## src/rtl/fesc_cfg.svh

```systemverilog
// Constants for the flash erase and security controller.
// Assumes 8-bit internal SFR and 16-bit external SFR addressing.
`ifndef FESC_CFG_SVH
`define FESC_CFG_SVH

`define FESC_ADDR_ERASE_TRIG   8'h94
`define FESC_ADDR_FLASH_CTL    8'hb2
`define FESC_ADDR_PAGE_SEL     8'hb7
`define FESC_ADDR_BURN_PULSE   16'hffd1
`define FESC_ADDR_FUSE_SETUP   16'hffd2
`define FESC_ADDR_SEC_STATUS   16'hffd7

`define FESC_PAT_PAGE_ERASE    8'h55
`define FESC_PAT_MASS_ERASE    8'haa
`define FESC_PAT_FUSE_SETUP    8'h54
`define FESC_PAT_FUSE_MODE0    8'h81
`define FESC_PAT_FUSE_MODE1    8'h82
`define FESC_PAT_BURN          8'ha6

`define FESC_BIT_PWE           0
`define FESC_BIT_MEEN          1
`define FESC_BIT_SECURE        6
`define FESC_BIT_FUSE_MODE1    0
`define FESC_BIT_FUSE_MODE0    1
`define FESC_BIT_SEC_PIN       5

`define FESC_RST_BYTE          8'h00
`define FESC_PAGE_COUNT        128
`define FESC_PAGE_BYTES        512
`define FESC_PAGE_MSB          15
`define FESC_PAGE_LSB          9
`define FESC_PAGE_ZERO         7'h00

`endif

```

## src/rtl/fesc_pkg.sv

```systemverilog
// Types shared by the flash erase and security controller.
// Constants live in fesc_cfg.svh.
package fesc_pkg;

	typedef enum logic [2:0] {
		FESC_IDLE       = 3'b001,
		FESC_PAGE_ERASE = 3'b010,
		FESC_MASS_ERASE = 3'b100
	} fesc_state_e;

	typedef enum logic [2:0] {
		FESC_FUSE_OFF   = 3'b001,
		FESC_FUSE_SETUP = 3'b010,
		FESC_FUSE_SEL   = 3'b100
	} fesc_fuse_e;

endpackage

```

## src/rtl/fesc_sync2.sv

```systemverilog
// Two-stage synchroniser for levels from pins and fuse sense lines.
// Assumes the input is quasi-static relative to clk.
`timescale 1ns/1ps
`default_nettype none

module fesc_sync2 (
	input  wire logic clk,
	input  wire logic rst,
	input  wire logic d,
	output logic      q
);

	logic meta_q;

	always_ff @(posedge clk) begin
		if (rst) begin
			meta_q <= 1'b0;
			q      <= 1'b0;
		end else begin
			meta_q <= d;
			q      <= meta_q;
		end
	end

endmodule

`default_nettype wire

```

## src/rtl/fesc_arm_flag.sv

```systemverilog
// Sticky arming flag: set by software, consumed by hardware.
// Same-cycle set and clear keeps the flag set.
`timescale 1ns/1ps
`default_nettype none

module fesc_arm_flag (
	input  wire logic clk,
	input  wire logic rst,
	input  wire logic set,
	input  wire logic clr,
	output logic      q
);

	always_ff @(posedge clk) begin
		if (rst)
			q <= 1'b0;
		else if (set)
			q <= 1'b1;
		else if (clr)
			q <= 1'b0;
	end

endmodule

`default_nettype wire

```

## src/rtl/fesc_ctrl.sv

```systemverilog
// Flash erase, flash byte write and program security controller.
// Sits between the core's SFR and external-data write paths and the
// flash array, fuses, emulator port and security pin; one clock.
//
// Summary of operation
// - 0x55 to erase trigger starts page erase
// - 0xAA mass erase needs enable and debug port
// - Other trigger values start nothing but clear both arming flags
// - 128 pages of 512 bytes each
// - Mass erase enable rewritten per mass erase
// - Write enable steers stores to flash
// - Write enable clears after each flash byte
// - Write enable writes ignored with interrupts on
// - Security bit set-only, cleared by reset
// - Secure emulator may only bulk erase
// - Secure protects page zero from erase, write
// - Global erase also clears data RAM
// - Mode 0 ends by erase then reset
// - Security bit needs mode 0 fuse blown
// - Secure blocks external code and data reads
// - Mode 1 fuse disables emulator, latched once seen
// - Mode 1 burn only while pin high
// - Security pin level readable in bit 5
// - 0xA6 burns, other values stop burning
`timescale 1ns/1ps
`default_nettype none

`include "fesc_cfg.svh"

module fesc_ctrl #(
	parameter int PAGE_COUNT = `FESC_PAGE_COUNT,
	parameter int PAGE_BYTES = `FESC_PAGE_BYTES
) (
	input  wire logic        clk,
	input  wire logic        rst,
	// Internal SFR port
	input  wire logic        sfr_wr,
	input  wire logic        sfr_rd,
	input  wire logic [7:0]  sfr_addr,
	input  wire logic [7:0]  sfr_wdata,
	output logic      [7:0]  sfr_rdata,
	// External SFR port
	input  wire logic        xsfr_wr,
	input  wire logic        xsfr_rd,
	input  wire logic [15:0] xsfr_addr,
	input  wire logic [7:0]  xsfr_wdata,
	output logic      [7:0]  xsfr_rdata,
	// Core store through the data pointer
	input  wire logic        store_wr,
	input  wire logic [15:0] store_addr,
	input  wire logic [7:0]  store_data,
	input  wire logic        irq_enabled,
	output logic             xram_wr,
	output logic      [15:0] xram_addr,
	output logic      [7:0]  xram_wdata,
	output logic             xram_clear,
	// Flash array
	output logic             flash_wr,
	output logic      [15:0] flash_addr,
	output logic      [7:0]  flash_wdata,
	output logic             flash_page_erase,
	output logic             flash_mass_erase,
	output logic      [6:0]  flash_erase_page,
	input  wire logic        flash_done,
	output logic             erase_busy,
	// Fuses, security pin, emulator port
	input  wire logic        mode0_security_fuse,
	input  wire logic        mode1_security_fuse,
	input  wire logic        security_pin,
	output logic             fuse_burn_mode0,
	output logic             fuse_burn_mode1,
	input  wire logic        ice_attached,
	input  wire logic        ice_bulk_erase,
	output logic             ice_enabled,
	output logic             ice_full_access,
	output logic             ext_read_block
);

	fesc_pkg::fesc_state_e state_q;
	fesc_pkg::fesc_fuse_e  fuse_q;

	logic       fuse0_s;
	logic       fuse1_s;
	logic       sec_pin_s;
	logic       ice_att_s;
	logic       ice_erase_s;
	logic       ice_erase_d1_q;
	logic       ice_off_q;
	logic       secure_q;
	logic       pwe_q;
	logic [7:0] page_sel_q;
	logic       page_armed;
	logic       meen_armed;
	logic       fuse_mode1_q;
	logic       burn_q;

	logic wr_trig;
	logic wr_ctl;
	logic wr_page;
	logic wr_setup;
	logic wr_pulse;
	logic idle;
	logic page_zero;
	logic start_page;
	logic start_mass;
	logic ice_mass;
	logic store_flash;

	fesc_sync2 u_sync_fuse0 (
		.clk (clk),
		.rst (rst),
		.d   (mode0_security_fuse),
		.q   (fuse0_s)
	);

	fesc_sync2 u_sync_fuse1 (
		.clk (clk),
		.rst (rst),
		.d   (mode1_security_fuse),
		.q   (fuse1_s)
	);

	fesc_sync2 u_sync_pin (
		.clk (clk),
		.rst (rst),
		.d   (security_pin),
		.q   (sec_pin_s)
	);

	fesc_sync2 u_sync_ice (
		.clk (clk),
		.rst (rst),
		.d   (ice_attached),
		.q   (ice_att_s)
	);

	fesc_sync2 u_sync_ice_erase (
		.clk (clk),
		.rst (rst),
		.d   (ice_bulk_erase),
		.q   (ice_erase_s)
	);

	// Decodes
	assign wr_trig  = sfr_wr && (sfr_addr == `FESC_ADDR_ERASE_TRIG);
	assign wr_ctl   = sfr_wr && (sfr_addr == `FESC_ADDR_FLASH_CTL);
	assign wr_page  = sfr_wr && (sfr_addr == `FESC_ADDR_PAGE_SEL);
	assign wr_setup = xsfr_wr && (xsfr_addr == `FESC_ADDR_FUSE_SETUP);
	assign wr_pulse = xsfr_wr && (xsfr_addr == `FESC_ADDR_BURN_PULSE);

	assign idle = (state_q == fesc_pkg::FESC_IDLE);

	// Page select bits 7:1 name one of 128 pages, bit 0 unused
	assign page_zero = (page_sel_q[7:1] == `FESC_PAGE_ZERO);

	// Erase triggers; any other pattern starts nothing, though the write still disarms
	assign start_page = idle && wr_trig && page_armed &&
		(sfr_wdata == `FESC_PAT_PAGE_ERASE) &&
		!(secure_q && page_zero);
	assign start_mass = idle && wr_trig && meen_armed &&
		(sfr_wdata == `FESC_PAT_MASS_ERASE) &&
		ice_enabled && ice_att_s;

	// Emulator bulk erase: rising edge of its synchronised request
	assign ice_mass = idle && ice_enabled && ice_att_s &&
		ice_erase_s && !ice_erase_d1_q;

	always_ff @(posedge clk) begin
		if (rst)
			ice_erase_d1_q <= 1'b0;
		else
			ice_erase_d1_q <= ice_erase_s;
	end

	// Arming flags consumed by any erase trigger write while idle
	fesc_arm_flag u_page_arm (
		.clk (clk),
		.rst (rst),
		.set (wr_page && idle),
		.clr (wr_trig && idle),
		.q   (page_armed)
	);

	fesc_arm_flag u_meen_arm (
		.clk (clk),
		.rst (rst),
		.set (wr_ctl && idle && sfr_wdata[`FESC_BIT_MEEN]),
		.clr (wr_trig && idle),
		.q   (meen_armed)
	);

	always_ff @(posedge clk) begin
		if (rst)
			page_sel_q <= `FESC_RST_BYTE;
		else if (wr_page && idle)
			page_sel_q <= sfr_wdata;
	end

	// Erase sequencer; the array reports the end with flash_done
	always_ff @(posedge clk) begin
		if (rst) begin
			state_q <= fesc_pkg::FESC_IDLE;
		end else begin
			case (state_q)
				fesc_pkg::FESC_IDLE: begin
					if (start_mass || ice_mass)
						state_q <= fesc_pkg::FESC_MASS_ERASE;
					else if (start_page)
						state_q <= fesc_pkg::FESC_PAGE_ERASE;
				end
				fesc_pkg::FESC_PAGE_ERASE,
				fesc_pkg::FESC_MASS_ERASE: begin
					if (flash_done)
						state_q <= fesc_pkg::FESC_IDLE;
				end
				default: state_q <= fesc_pkg::FESC_IDLE;
			endcase
		end
	end

	// Erase commands are one-cycle pulses with the page held
	always_ff @(posedge clk) begin
		if (rst) begin
			flash_page_erase <= 1'b0;
			flash_mass_erase <= 1'b0;
			xram_clear       <= 1'b0;
			flash_erase_page <= 7'h00;
		end else begin
			flash_page_erase <= start_page && !(start_mass || ice_mass);
			flash_mass_erase <= start_mass || ice_mass;
			xram_clear       <= start_mass || ice_mass;
			if (start_page)
				flash_erase_page <= page_sel_q[7:1];
		end
	end

	assign erase_busy = !idle;

	// Write enable: interrupts must be off for a write to take
	always_ff @(posedge clk) begin
		if (rst)
			pwe_q <= 1'b0;
		else if (store_flash)
			pwe_q <= 1'b0;
		else if (wr_ctl && !irq_enabled)
			pwe_q <= sfr_wdata[`FESC_BIT_PWE];
	end

	// Set-only; needs the mode 0 fuse; only reset clears it
	always_ff @(posedge clk) begin
		if (rst)
			secure_q <= 1'b0;
		else if (wr_ctl && sfr_wdata[`FESC_BIT_SECURE] && fuse0_s)
			secure_q <= 1'b1;
	end

	// Mode 1 fuse latches the port off once seen; the fuse sync clears
	// in reset, so the port stays open three cycles after release only
	always_ff @(posedge clk) begin
		if (rst)
			ice_off_q <= 1'b0;
		else if (fuse1_s)
			ice_off_q <= 1'b1;
	end

	assign ice_enabled     = !ice_off_q;
	assign ice_full_access = ice_enabled && !secure_q;
	assign ext_read_block  = secure_q || ice_off_q;

	// Store routing: flash while enabled, else data RAM
	assign store_flash = store_wr && pwe_q && idle &&
		!(secure_q &&
		store_addr[`FESC_PAGE_MSB:`FESC_PAGE_LSB] == `FESC_PAGE_ZERO);

	always_ff @(posedge clk) begin
		if (rst) begin
			flash_wr    <= 1'b0;
			xram_wr     <= 1'b0;
			flash_addr  <= 16'h0000;
			flash_wdata <= 8'h00;
			xram_addr   <= 16'h0000;
			xram_wdata  <= 8'h00;
		end else begin
			flash_wr <= store_flash;
			xram_wr  <= store_wr && !pwe_q;
			if (store_flash) begin
				flash_addr  <= store_addr;
				flash_wdata <= store_data;
			end
			if (store_wr && !pwe_q) begin
				xram_addr  <= store_addr;
				xram_wdata <= store_data;
			end
		end
	end

	// Fuse burn sequence: setup, then mode select, then pulse
	always_ff @(posedge clk) begin
		if (rst) begin
			fuse_q       <= fesc_pkg::FESC_FUSE_OFF;
			fuse_mode1_q <= 1'b0;
		end else if (wr_setup) begin
			case (fuse_q)
				fesc_pkg::FESC_FUSE_OFF: begin
					if (xsfr_wdata == `FESC_PAT_FUSE_SETUP)
						fuse_q <= fesc_pkg::FESC_FUSE_SETUP;
				end
				fesc_pkg::FESC_FUSE_SETUP,
				fesc_pkg::FESC_FUSE_SEL: begin
					if (xsfr_wdata == `FESC_PAT_FUSE_MODE0) begin
						fuse_q       <= fesc_pkg::FESC_FUSE_SEL;
						fuse_mode1_q <= 1'b0;
					end else if (xsfr_wdata == `FESC_PAT_FUSE_MODE1) begin
						fuse_q       <= fesc_pkg::FESC_FUSE_SEL;
						fuse_mode1_q <= 1'b1;
					end else if (xsfr_wdata == `FESC_PAT_FUSE_SETUP) begin
						fuse_q <= fesc_pkg::FESC_FUSE_SETUP;
					end else begin
						fuse_q <= fesc_pkg::FESC_FUSE_OFF;
					end
				end
				default: fuse_q <= fesc_pkg::FESC_FUSE_OFF;
			endcase
		end
	end

	// Burning lasts until software writes any other value
	always_ff @(posedge clk) begin
		if (rst)
			burn_q <= 1'b0;
		else if (wr_pulse)
			burn_q <= (xsfr_wdata == `FESC_PAT_BURN) &&
				(fuse_q == fesc_pkg::FESC_FUSE_SEL);
	end

	// Mode 1 burn drops two cycles after the pin falls mid-pulse
	assign fuse_burn_mode0 = burn_q && !fuse_mode1_q;
	assign fuse_burn_mode1 = burn_q && fuse_mode1_q && sec_pin_s;

	// Registered read data; write-only bits and unmapped read 0
	always_ff @(posedge clk) begin
		if (rst) begin
			sfr_rdata <= `FESC_RST_BYTE;
		end else if (sfr_rd) begin
			sfr_rdata <= `FESC_RST_BYTE;
			if (sfr_addr == `FESC_ADDR_FLASH_CTL) begin
				sfr_rdata[`FESC_BIT_PWE]    <= pwe_q;
				sfr_rdata[`FESC_BIT_SECURE] <= secure_q;
			end else if (sfr_addr == `FESC_ADDR_PAGE_SEL) begin
				sfr_rdata <= page_sel_q;
			end
		end
	end

	always_ff @(posedge clk) begin
		if (rst) begin
			xsfr_rdata <= `FESC_RST_BYTE;
		end else if (xsfr_rd) begin
			xsfr_rdata <= `FESC_RST_BYTE;
			if (xsfr_addr == `FESC_ADDR_SEC_STATUS) begin
				xsfr_rdata[`FESC_BIT_SEC_PIN]    <= sec_pin_s;
				xsfr_rdata[`FESC_BIT_FUSE_MODE0] <= fuse0_s;
				xsfr_rdata[`FESC_BIT_FUSE_MODE1] <= fuse1_s;
			end
		end
	end

endmodule

`default_nettype wire

```

## config.mk

```make
export PLATFORM = sky130hd
export DESIGN_NAME = fesc_ctrl
export DESIGN_NICKNAME = d
export VERILOG_FILES = /design/src/rtl/fesc_pkg.sv /design/src/rtl/fesc_sync2.sv /design/src/rtl/fesc_arm_flag.sv /design/src/rtl/fesc_ctrl.sv
export VERILOG_INCLUDE_DIRS = /design/src /design/src/rtl
export SDC_FILE = /design/constraint.sdc
export NUM_CORES = 1
export LEC_CHECK = 0
export BUFFER_PORTS_ARGS = -buffer_cell sky130_fd_sc_hd__buf_2
export CAP_MARGIN = 20
export CORE_UTILIZATION = 45
export DETAILED_ROUTE_END_ITERATION = 12
export PLACE_DENSITY = 0.76
export SYNTH_ARGS = -nofsm -noshare
export SYNTH_HDL_FRONTEND = slang
export SYNTH_SLANG_ARGS = --single-unit
```

## constraint.sdc

```tcl
create_clock -name clk -period 2 [get_ports clk]
set_input_delay 0.2 -clock clk [delete_from_list [all_inputs] [get_ports clk]]
set_output_delay 0.2 -clock clk [all_outputs]
set_load 0.05 [all_outputs]
```

**Word-level counts from Yosys, hierarchy flattened**

Index checks and enable logic that the tools add are counted.
Widths: inputs -> output; s select.

- Eq/ne operators: 21
- Muxes and demuxes: 21
- Reductions and logical operators: 58

Operators with widths:

| operator | count |
|---|---|
| $eq 8x8->1 const B | 7 |
| $eq 16x16->1 const B | 3 |
| $logic_and 1x1->1 | 35 |
| $mux 3 | 6 |
| $eq 8x7->1 const B | 2 |
| $logic_not 7->1 | 2 |
| $pmux 3 s2 | 2 |
| $logic_not 1->1 | 10 |
| $mux 1 | 9 |
| $mux 8 | 1 |
| $eq 3x1->1 const B | 2 |
| $eq 3x2->1 const B | 2 |
| $eq 3x3->1 const B | 2 |
| $reduce_bool 2->1 | 3 |
| $reduce_or 2->1 | 3 |
| $mux 5 | 1 |
| $mux 2 | 2 |
| $ne 2x2->1 const B | 2 |
| $reduce_and 2->1 | 2 |
| $ne 3x1->1 const B | 1 |
| $reduce_and 3->1 | 1 |
| $logic_or 1x1->1 | 2 |

- Register bits after elaboration: 102
- Bits of input ports: 78
- Output and inout port bits: 82
- Word-level logic and storage cells: 132

**Depth between registers and ports, before layout**

Gate-level depths: netlist of the first run.

- Depth in word-level cells: 10
- Gate-level depth with buffers: 7
- Gate-level depth less buffers: 5

**Modules after synthesis**

From an unflattened synthesis of the first run, not the netlist that was laid out.

- Cells, all modules: 460
- Area total of the unflattened synthesis: 4,157.7 sq um

By module, submodules not included:

| module | instances | cells each | area an instance (sq um) | seq. area each (sq um) |
|---|---|---|---|---|
| fesc_ctrl | 1 | 432 | 3,817.4 | 1,801.7 |
| fesc_sync2 | 5 | 4 | 52.6 | 40.0 |
| fesc_arm_flag | 2 | 4 | 38.8 | 20.0 |

**Least setup slack after synthesis of the first run**

OpenSTA, ideal clock, no wires.

- Path kind: input to register
- Start point: input xsfr_addr[3]
- End point: register burn_q
- Arrival: 1.630 ns
- Slack: 0.247 ns
- Cell stages on the path: 5
- Path buffers: 0
- Path through: or2_4 -> nor4_4 -> nand2_1 -> or4b_1 -> mux2_1

- Cells in the longest elaborated chain, start to end: 2

RTL lines:

| what | RTL line | source |
|---|---|---|
| start, declared | fesc_ctrl.sv:45 | `input wire logic [15:0] xsfr_addr,` |
| $eq 16x16->1 (no source line) | - |  |
| $logic_and 1x1->1 | fesc_ctrl.sv:149 | `` assign wr_pulse = xsfr_wr && (xsfr_addr == `FESC_ADDR_BURN_PULSE); `` |
| end signal, assigned | fesc_ctrl.sv:332 | `` burn_q <= (xsfr_wdata == `FESC_PAT_BURN) && `` |
| end, declared | fesc_ctrl.sv:95 | `logic burn_q;` |

No other way between the ends.
A chain may end at the register's enable or synchronous reset.

**Final worst setup path of the first run**

- Start point: register state_q[1]
- End point: register flash_erase_page[1]

- Cells in the longest elaborated chain, start to end: 5

RTL lines:

| what | RTL line | source |
|---|---|---|
| start, declared | fesc_ctrl.sv:79 | `fesc_pkg::fesc_state_e state_q;` |
| start signal, assigned | fesc_ctrl.sv:202 | `state_q <= fesc_pkg::FESC_IDLE;` |
| start signal, assigned | fesc_ctrl.sv:207 | `state_q <= fesc_pkg::FESC_MASS_ERASE;` |
| start signal, assigned | fesc_ctrl.sv:209 | `state_q <= fesc_pkg::FESC_PAGE_ERASE;` |
| $eq 3x1->1 | fesc_ctrl.sv:151 | `assign idle = (state_q == fesc_pkg::FESC_IDLE);` |
| $logic_and 1x1->1 (4 in series) | fesc_ctrl.sv:157 | `assign start_page = idle && wr_trig && page_armed &&` |
| end signal, assigned | fesc_ctrl.sv:233 | `flash_erase_page <= page_sel_q[7:1];` |
| end, declared | fesc_ctrl.sv:63 | `output logic [6:0] flash_erase_page,` |

No other way between the ends.

==> results of run 1 <==
-- registers in the layout (all words and copies together), names as in the netlist, 3 cells and up --
| signal | flops |
|---|---|
| flash_addr | 16 |
| flash_erase_page | 7 |
| flash_wdata | 8 |
| fuse_q | 3 |
| page_sel_q | 8 |
| sfr_rdata | 8 |
| state_q | 3 |
| xram_addr | 16 |
| xram_wdata | 8 |
| xsfr_rdata | 3 |
-- worst reg2reg max path, cell delays in order, from the launching register on --
cell and delay [ps]:
dfxtp_1 360, nor3b_4 230, nand4_1 200, nand4b_1 430
buf_4 270, mux2i_1 160, nor2_1 60
-- power breakdown --
group / internal [mW] / total, mW / switching, mW
Combinational: 0.123 / 0.397 / 0.274
Clock: 0.609 / 1.29 / 0.679
Sequential: 2.07 / 2.09 / 0.0182
Total: 2.80 / 3.77 / 0.971
-- cell type report --
class	count	area share, %
Clock buffer	10	2.724
Clock inverter	5	1.189
Inverter	7	0.5201
Multi-Input combinational cell	295	35.41
Sequential cell	102	40.42
Tap cell	105	2.600
Timing Repair Buffer	165	17.14
-- final timing paths --
kind | start | cells past startpoint | endpoint | slack (ps)
worst max-delay path | state_q[1] | 6 | flash_erase_page[1] | 170
worst min-delay path | ice_attached | 2 | u_sync_ice.meta_q | 60
worst max register to register | state_q[1] | 6 | flash_erase_page[1] | 170
worst min register to register | u_sync_pin.meta_q | 1 | u_sync_pin.q | 440
-- metrics by stage --
step | setup WS [ps] | total power, mW | utilization, % | instance area [um^2] | cells
floorplan | 247.1 | 2.378 | - | 3990 | 433
global placement | 108.0 | 2.525 | 57.92 | 4855 | 674
detailed placement | 32.79 | 2.531 | 57.92 | 4855 | 674
CTS | 178.5 | 3.817 | 60.28 | 5052 | 689
global route | 58.80 | 3.936 | 60.28 | 5052 | 689
finish | 169.9 | 3.772 | 60.28 | 5052 | 689
-- placed cells by master, fill, tap and decap left out, drive strengths merged, types with 3 or more instances in the layout --
| master | netlist | layout |
|---|---|---|
| buf | 10 | 165 |
| dfxtp | 102 | 102 |
| nor2 | 60 | 60 |
| nand2 | 57 | 57 |
| mux2i | 40 | 40 |
| a21oi | 35 | 35 |
| nor2b | 20 | 20 |
| clkbuf | 19 | 10 |
| nand4 | 9 | 9 |
| inv | 7 | 7 |
| nor3 | 6 | 6 |
| nor3b | 6 | 6 |
| conb | 1 | 5 |
| nor4 | 5 | 5 |
| nand2b | 4 | 4 |
| nor4b | 4 | 4 |
| and3 | 3 | 3 |
| nand3 | 3 | 3 |
| and3b | 3 | 3 |
| nor4bb | 3 | 3 |
| or3 | 3 | 3 |
| a22o | 3 | 3 |
| clkinv | 0 | 3 |
-- per-layer routing --
| metal | vias up | share of wire [%] | track usage (%) |
|---|---|---|---|
| li1 | 1744 | - | - |
| met1 | 1622 | 43 | 24.39 |
| met2 | 148 | 47 | 34.75 |
| met3 | 15 | 8.6 | 7.030 |
| met4 | 0 | 1.2 | 7.960 |
| met5 | - | 0 | 0 |
-- kinds of logic after synthesis --
group | count (synthesis)
AO/OA/AOI/OAI | 50
flip-flops | 102
AND/OR/NAND/NOR | 196
other | 1
buffers and inverters | 36
XOR/XNOR | 3
multiplexers | 41
==> results.yml, run 1 <==
pwr:
  power_density_nw_per_um2: 746.5
  max-vdd-ir-drop_mv: 0.4465
  leakagePower_nw: 2.390
finish:
  area_delta_synth_final_pct: 27.10
  n_antenna_cell: 0
  nFillCells: 776
  multi_input_area_um2: 1789
  layout-drive-gt1-share_pct: 32.36
  area.sequential_um2: 2042
  nets: 658
timing:
  period_share_pct: 91.50
  skew_ps: 11.34
  fin_crit_ps: 1830
  relSlewSlack_pct: 62.71
  setup_violations: 0
  drv_slew: 0
  hold_viol: 0
  tns_ps: 0
  clock.fmax_ghz: 0.5464
  rsz0062_at_grt: "no"
  whs_ps: 61.40
  tightest_slew_ps: 554.3
logic_synthesis:
  yosysWarnings: 0
  ys_types: 46
  synth_compound_area_share_pct: 7.649
  synth-seq-cells: 102
  synth-xor-area-share_pct: 0.6610
  synth.most_common_cell: "dfxtp_1"
  yosys.area.top_type: "dfxtp_1"
  synthFlopType: "dfxtp_1"
  synth_fa_ha_area_share_pct: 0
  ys_seq_area_share_pct: 51.37
  synthSimpleGateAreaFrac_pct: 25.53
  synth_edf_count: 0
  synth_top_family_by_area: "simple AND/OR/NAND/NOR gates"
  syn_avg_cell_area_um2: 9.266
  synthMuxAreaShare_pct: 10.36
  synthesis.area_um2: 3975
  async_flop_share_pct: 0
  synth.top_cell.area_share_pct: 51.37
  yosys-top-cells-area: "dfxtp_1, mux2i_1, nor2_1"
  syn_inst: 429
  ys_top_cells_by_count: "dfxtp_1, nor2_1, nand2_1, mux2i_1, a21oi_1"
drt:
  drc_errors: 0
  routed_wl_um: 9612
  antenna_left: 0
  drt-pass1-iter-count: 4
  vias_per_cell: 5.122
  wl_per_cell_um: 13.95
  vias: 3529
  drt-initial-drc-count: 103
clock_network:
  postCtsHoldBufs: 0
  cts_num_sinks: 102
  clk_pin_slew_ps: 90
  clk_latency_ps: 360
  cts_buffers: 9
  cts_tree: "yes"
  ctsHtreeMaxLevel: 3
  cts-resized-gates: 0
  clockBufferDepth: 2
  ctsRootBufferMaster: "clkbuf_8"
  postCtsSetupRepairBufs: 0
grt:
  grt_overflow: 0
  grt_pass1_vias: 3248
  grtUsageTotal_pct: 20.74
  antenna_found_initial: 0
  grt_pass1_wl_um: 14650
  grt_max_degree: 52
min_path:
  hold_path_class: "in -> reg"
setup_path:
  crit_buf_inv: 1
  critPathCaptureType: "register"
  crit_chain: "nor3b_4, nand4_1, nand4b_1, buf_4, mux2i_1, nor2_1"
  worstPathArrival_ps: 2060
  worst-path-max-fanout: 5
  worstPathRequired_ps: 2230
  cp_top_family: "simple AND/OR/NAND/NOR gates"
  critPathKind: "reg -> reg"
  critPathSlowestCell: "nand4b_1"
  slowest_delay_ps: 430
  crit_path_start_kind: "register"
run:
  cap_violations: 0
placement:
  dp_hpwl_um: 7166
  io_buffers: 154
  gp_congestion: 0.7862
status:
  status: "finished, final reports clean"
floorplan:
  dieArea_um2: 9213
  die_w_um: 95.99
  core_um2: 8382
  start_util_pct: 47.42
  rows: 33
  pin_count: 160
  dieHeight_um: 95.99
Power figures use the tool's default switching activity.
==> inputs of run 2 (changes only) <==
- CORE_ASPECT_RATIO: not set -> 0.8
==> run 2 against run 1 <==
Against the previous run:
- register-to-register slack improved by 20 ps
- cell count rose by 0.73%
- first-iteration DRC count rose by 38%
- count of clock-buffer cells in the layout rose by 1
- cell area rose by 0.20%
- non-clock buffer count fell by 3
- setup slack improved by 20 ps
==> results.yml, run 2 (synthesis results as in run 1) <==
status:
  status: "finished, final reports clean"
grt:
  grt_max_degree: 102
  grtUsageTotal_pct: 20.69
  antenna_found_initial: 0
  grt_overflow: 0
  grt_pass1_vias: 3270
  grt_pass1_wl_um: 15210
placement:
  gp_congestion: 0.7967
  io_buffers: 154
  place_ws_ps: 63.77
  dp_hpwl_um: 6935
pwr:
  pwr-share-comb_pct: 10.3
  leakagePower_nw: 2.387
  internal_power_mw: 2.823
  power.switching_mw: 0.9937
  max-vdd-ir-drop_mv: 0.4835
  power_density_nw_per_um2: 753.9
  clockPowerShare_pct: 35.0
  seqPwrFrac_pct: 54.7
  switching_share_pct: 26.04
timing:
  hold_viol: 0
  clock.fmax_ghz: 0.5526
  tightest_slew_ps: 551.5
  drv_slew: 0
  relSlewSlack_pct: 62.90
  fin_ws_ps: 190.4
  setup_violations: 0
  tns_ps: 0
  fin_crit_ps: 1810
  rsz0062_at_grt: "no"
  period_share_pct: 90.48
  skew_ps: 9.246
setup_path:
  r2r_start: "state_q[1]"
  worstPathArrival_ps: 2060
  r2r-end: "flash_page_erase"
  rr_worst_depth: 5
  crit_start: "state_q[1]"
  critPathKind: "reg -> reg"
  worstPathRequired_ps: 2250
  crit_path_start_kind: "register"
  worst-path-max-fanout: 5
  rrSetupSlack_ps: 190
  critPathCaptureType: "register"
clock_network:
  postCtsSetupRepairBufs: 0
  cts_num_sinks: 102
  clk_pin_slew_ps: 100
  clk_latency_ps: 350
  cts_buffers: 9
  clockBufferDepth: 2
  cts_tree: "yes"
  ctsHtreeMaxLevel: 3
  cts-resized-gates: 0
  postCtsHoldBufs: 0
  ctsRootBufferMaster: "clkbuf_8"
floorplan:
  start_util_pct: 46.65
  dieHeight_um: 86.07
  die_w_um: 107.1
  pin_count: 160
  rows: 30
  dieArea_um2: 9216
  core_um2: 8521
finish:
  top_regs: "flash_addr x16, xram_addr x16"
  nets: 655
  layout_commonest_cell: "buf_2"
  area_delta_synth_final_pct: 27.35
  n_antenna_cell: 0
  most-common-layout-cells: "buf_2, dfxtp_1, nor2_1"
  layout-drive-gt1-share_pct: 31.96
drt:
  wl_per_cell_um: 13.56
  vias: 3503
  drt-pass1-iter-count: 4
  drc_errors: 0
  drt-initial-drc-count: 142
  routed_wl_um: 9411
  vias_per_cell: 5.048
  antenna_left: 0
min_path:
  min_from: "ice_attached"
  min_to: "u_sync_ice.meta_q"
  hold_path_class: "in -> reg"
  min_path_cells: 2
run:
  cap_violations: 0
run 2: cell types whose count changed in the layout (fill, tap and decap cells not counted):
cell | previous run | this run
inv_6 | 0 | 3
clkinv_4 | 2 | 1
buf_4 | 10 | 7
buf_12 | 1 | 2
clkbuf_1 | 0 | 1
buf_2 | 154 | 153
clkinvlp_4 | 1 | 0
clkinv_2 | 1 | 0
run 2: worst max-delay path, stage by stage (launching register included):
cell,delay [ps]
dfxtp_1,360
nor3b_4,310
nand4_1,240
nand4b_1,320
buf_4,210
nor3b_1,270
run 2: final cells by class:
type	count	area, um^2
clock buffers	11	141.4
multi-input cells	295	1789
fillers	744	3458
clock inverters	5	65.06
inverters	7	26.28
repair buffers	162	858.3
well taps	112	140.1
flip-flops and latches	102	2042
run 2: power groups by stage:
stage / sequential [mW] / clock, mW / combinational [mW]
2_1_floorplan: 2.23 / 0 / 0.150
3_3_place_gp: 2.13 / 0 / 0.387
3_5_place_dp: 2.13 / 0 / 0.395
4_1_cts: 2.09 / 1.37 / 0.396
5_1_grt: 2.09 / 1.46 / 0.425
6_report: 2.09 / 1.34 / 0.394
run 2: worst max-delay path by stage:
| stage | end | depth (start not counted) |
|---|---|---|
| 2_1_floorplan | burn_q | 5 |
| 3_3_place_gp | burn_q | 6 |
| 3_5_place_dp | burn_q | 6 |
| 4_1_cts | state_q[0] | 5 |
| 5_1_grt | state_q[0] | 5 |
| 6_report | flash_page_erase | 5 |
run 2: per-stage QoR:
stage | power, mW | instance area [um^2] | hold slack [ps] | util (%) | std cells
floorplan | 2.378 | 3990 | 328.2 | - | 433
global placement | 2.519 | 4856 | 408.5 | 56.99 | 678
detailed placement | 2.530 | 4856 | 419.6 | 56.99 | 678
CTS | 3.852 | 5062 | 43.47 | 59.41 | 694
global route | 3.976 | 5062 | 39.56 | 59.41 | 694
finish | 3.817 | 5062 | 54.92 | 59.41 | 694
run 2: routing by layer:
layer	track usage (%)	wire (um)
met1	25.97	4259
met4	4.857	69
met5	0	0
met3	5.623	635
met2	35.43	4447
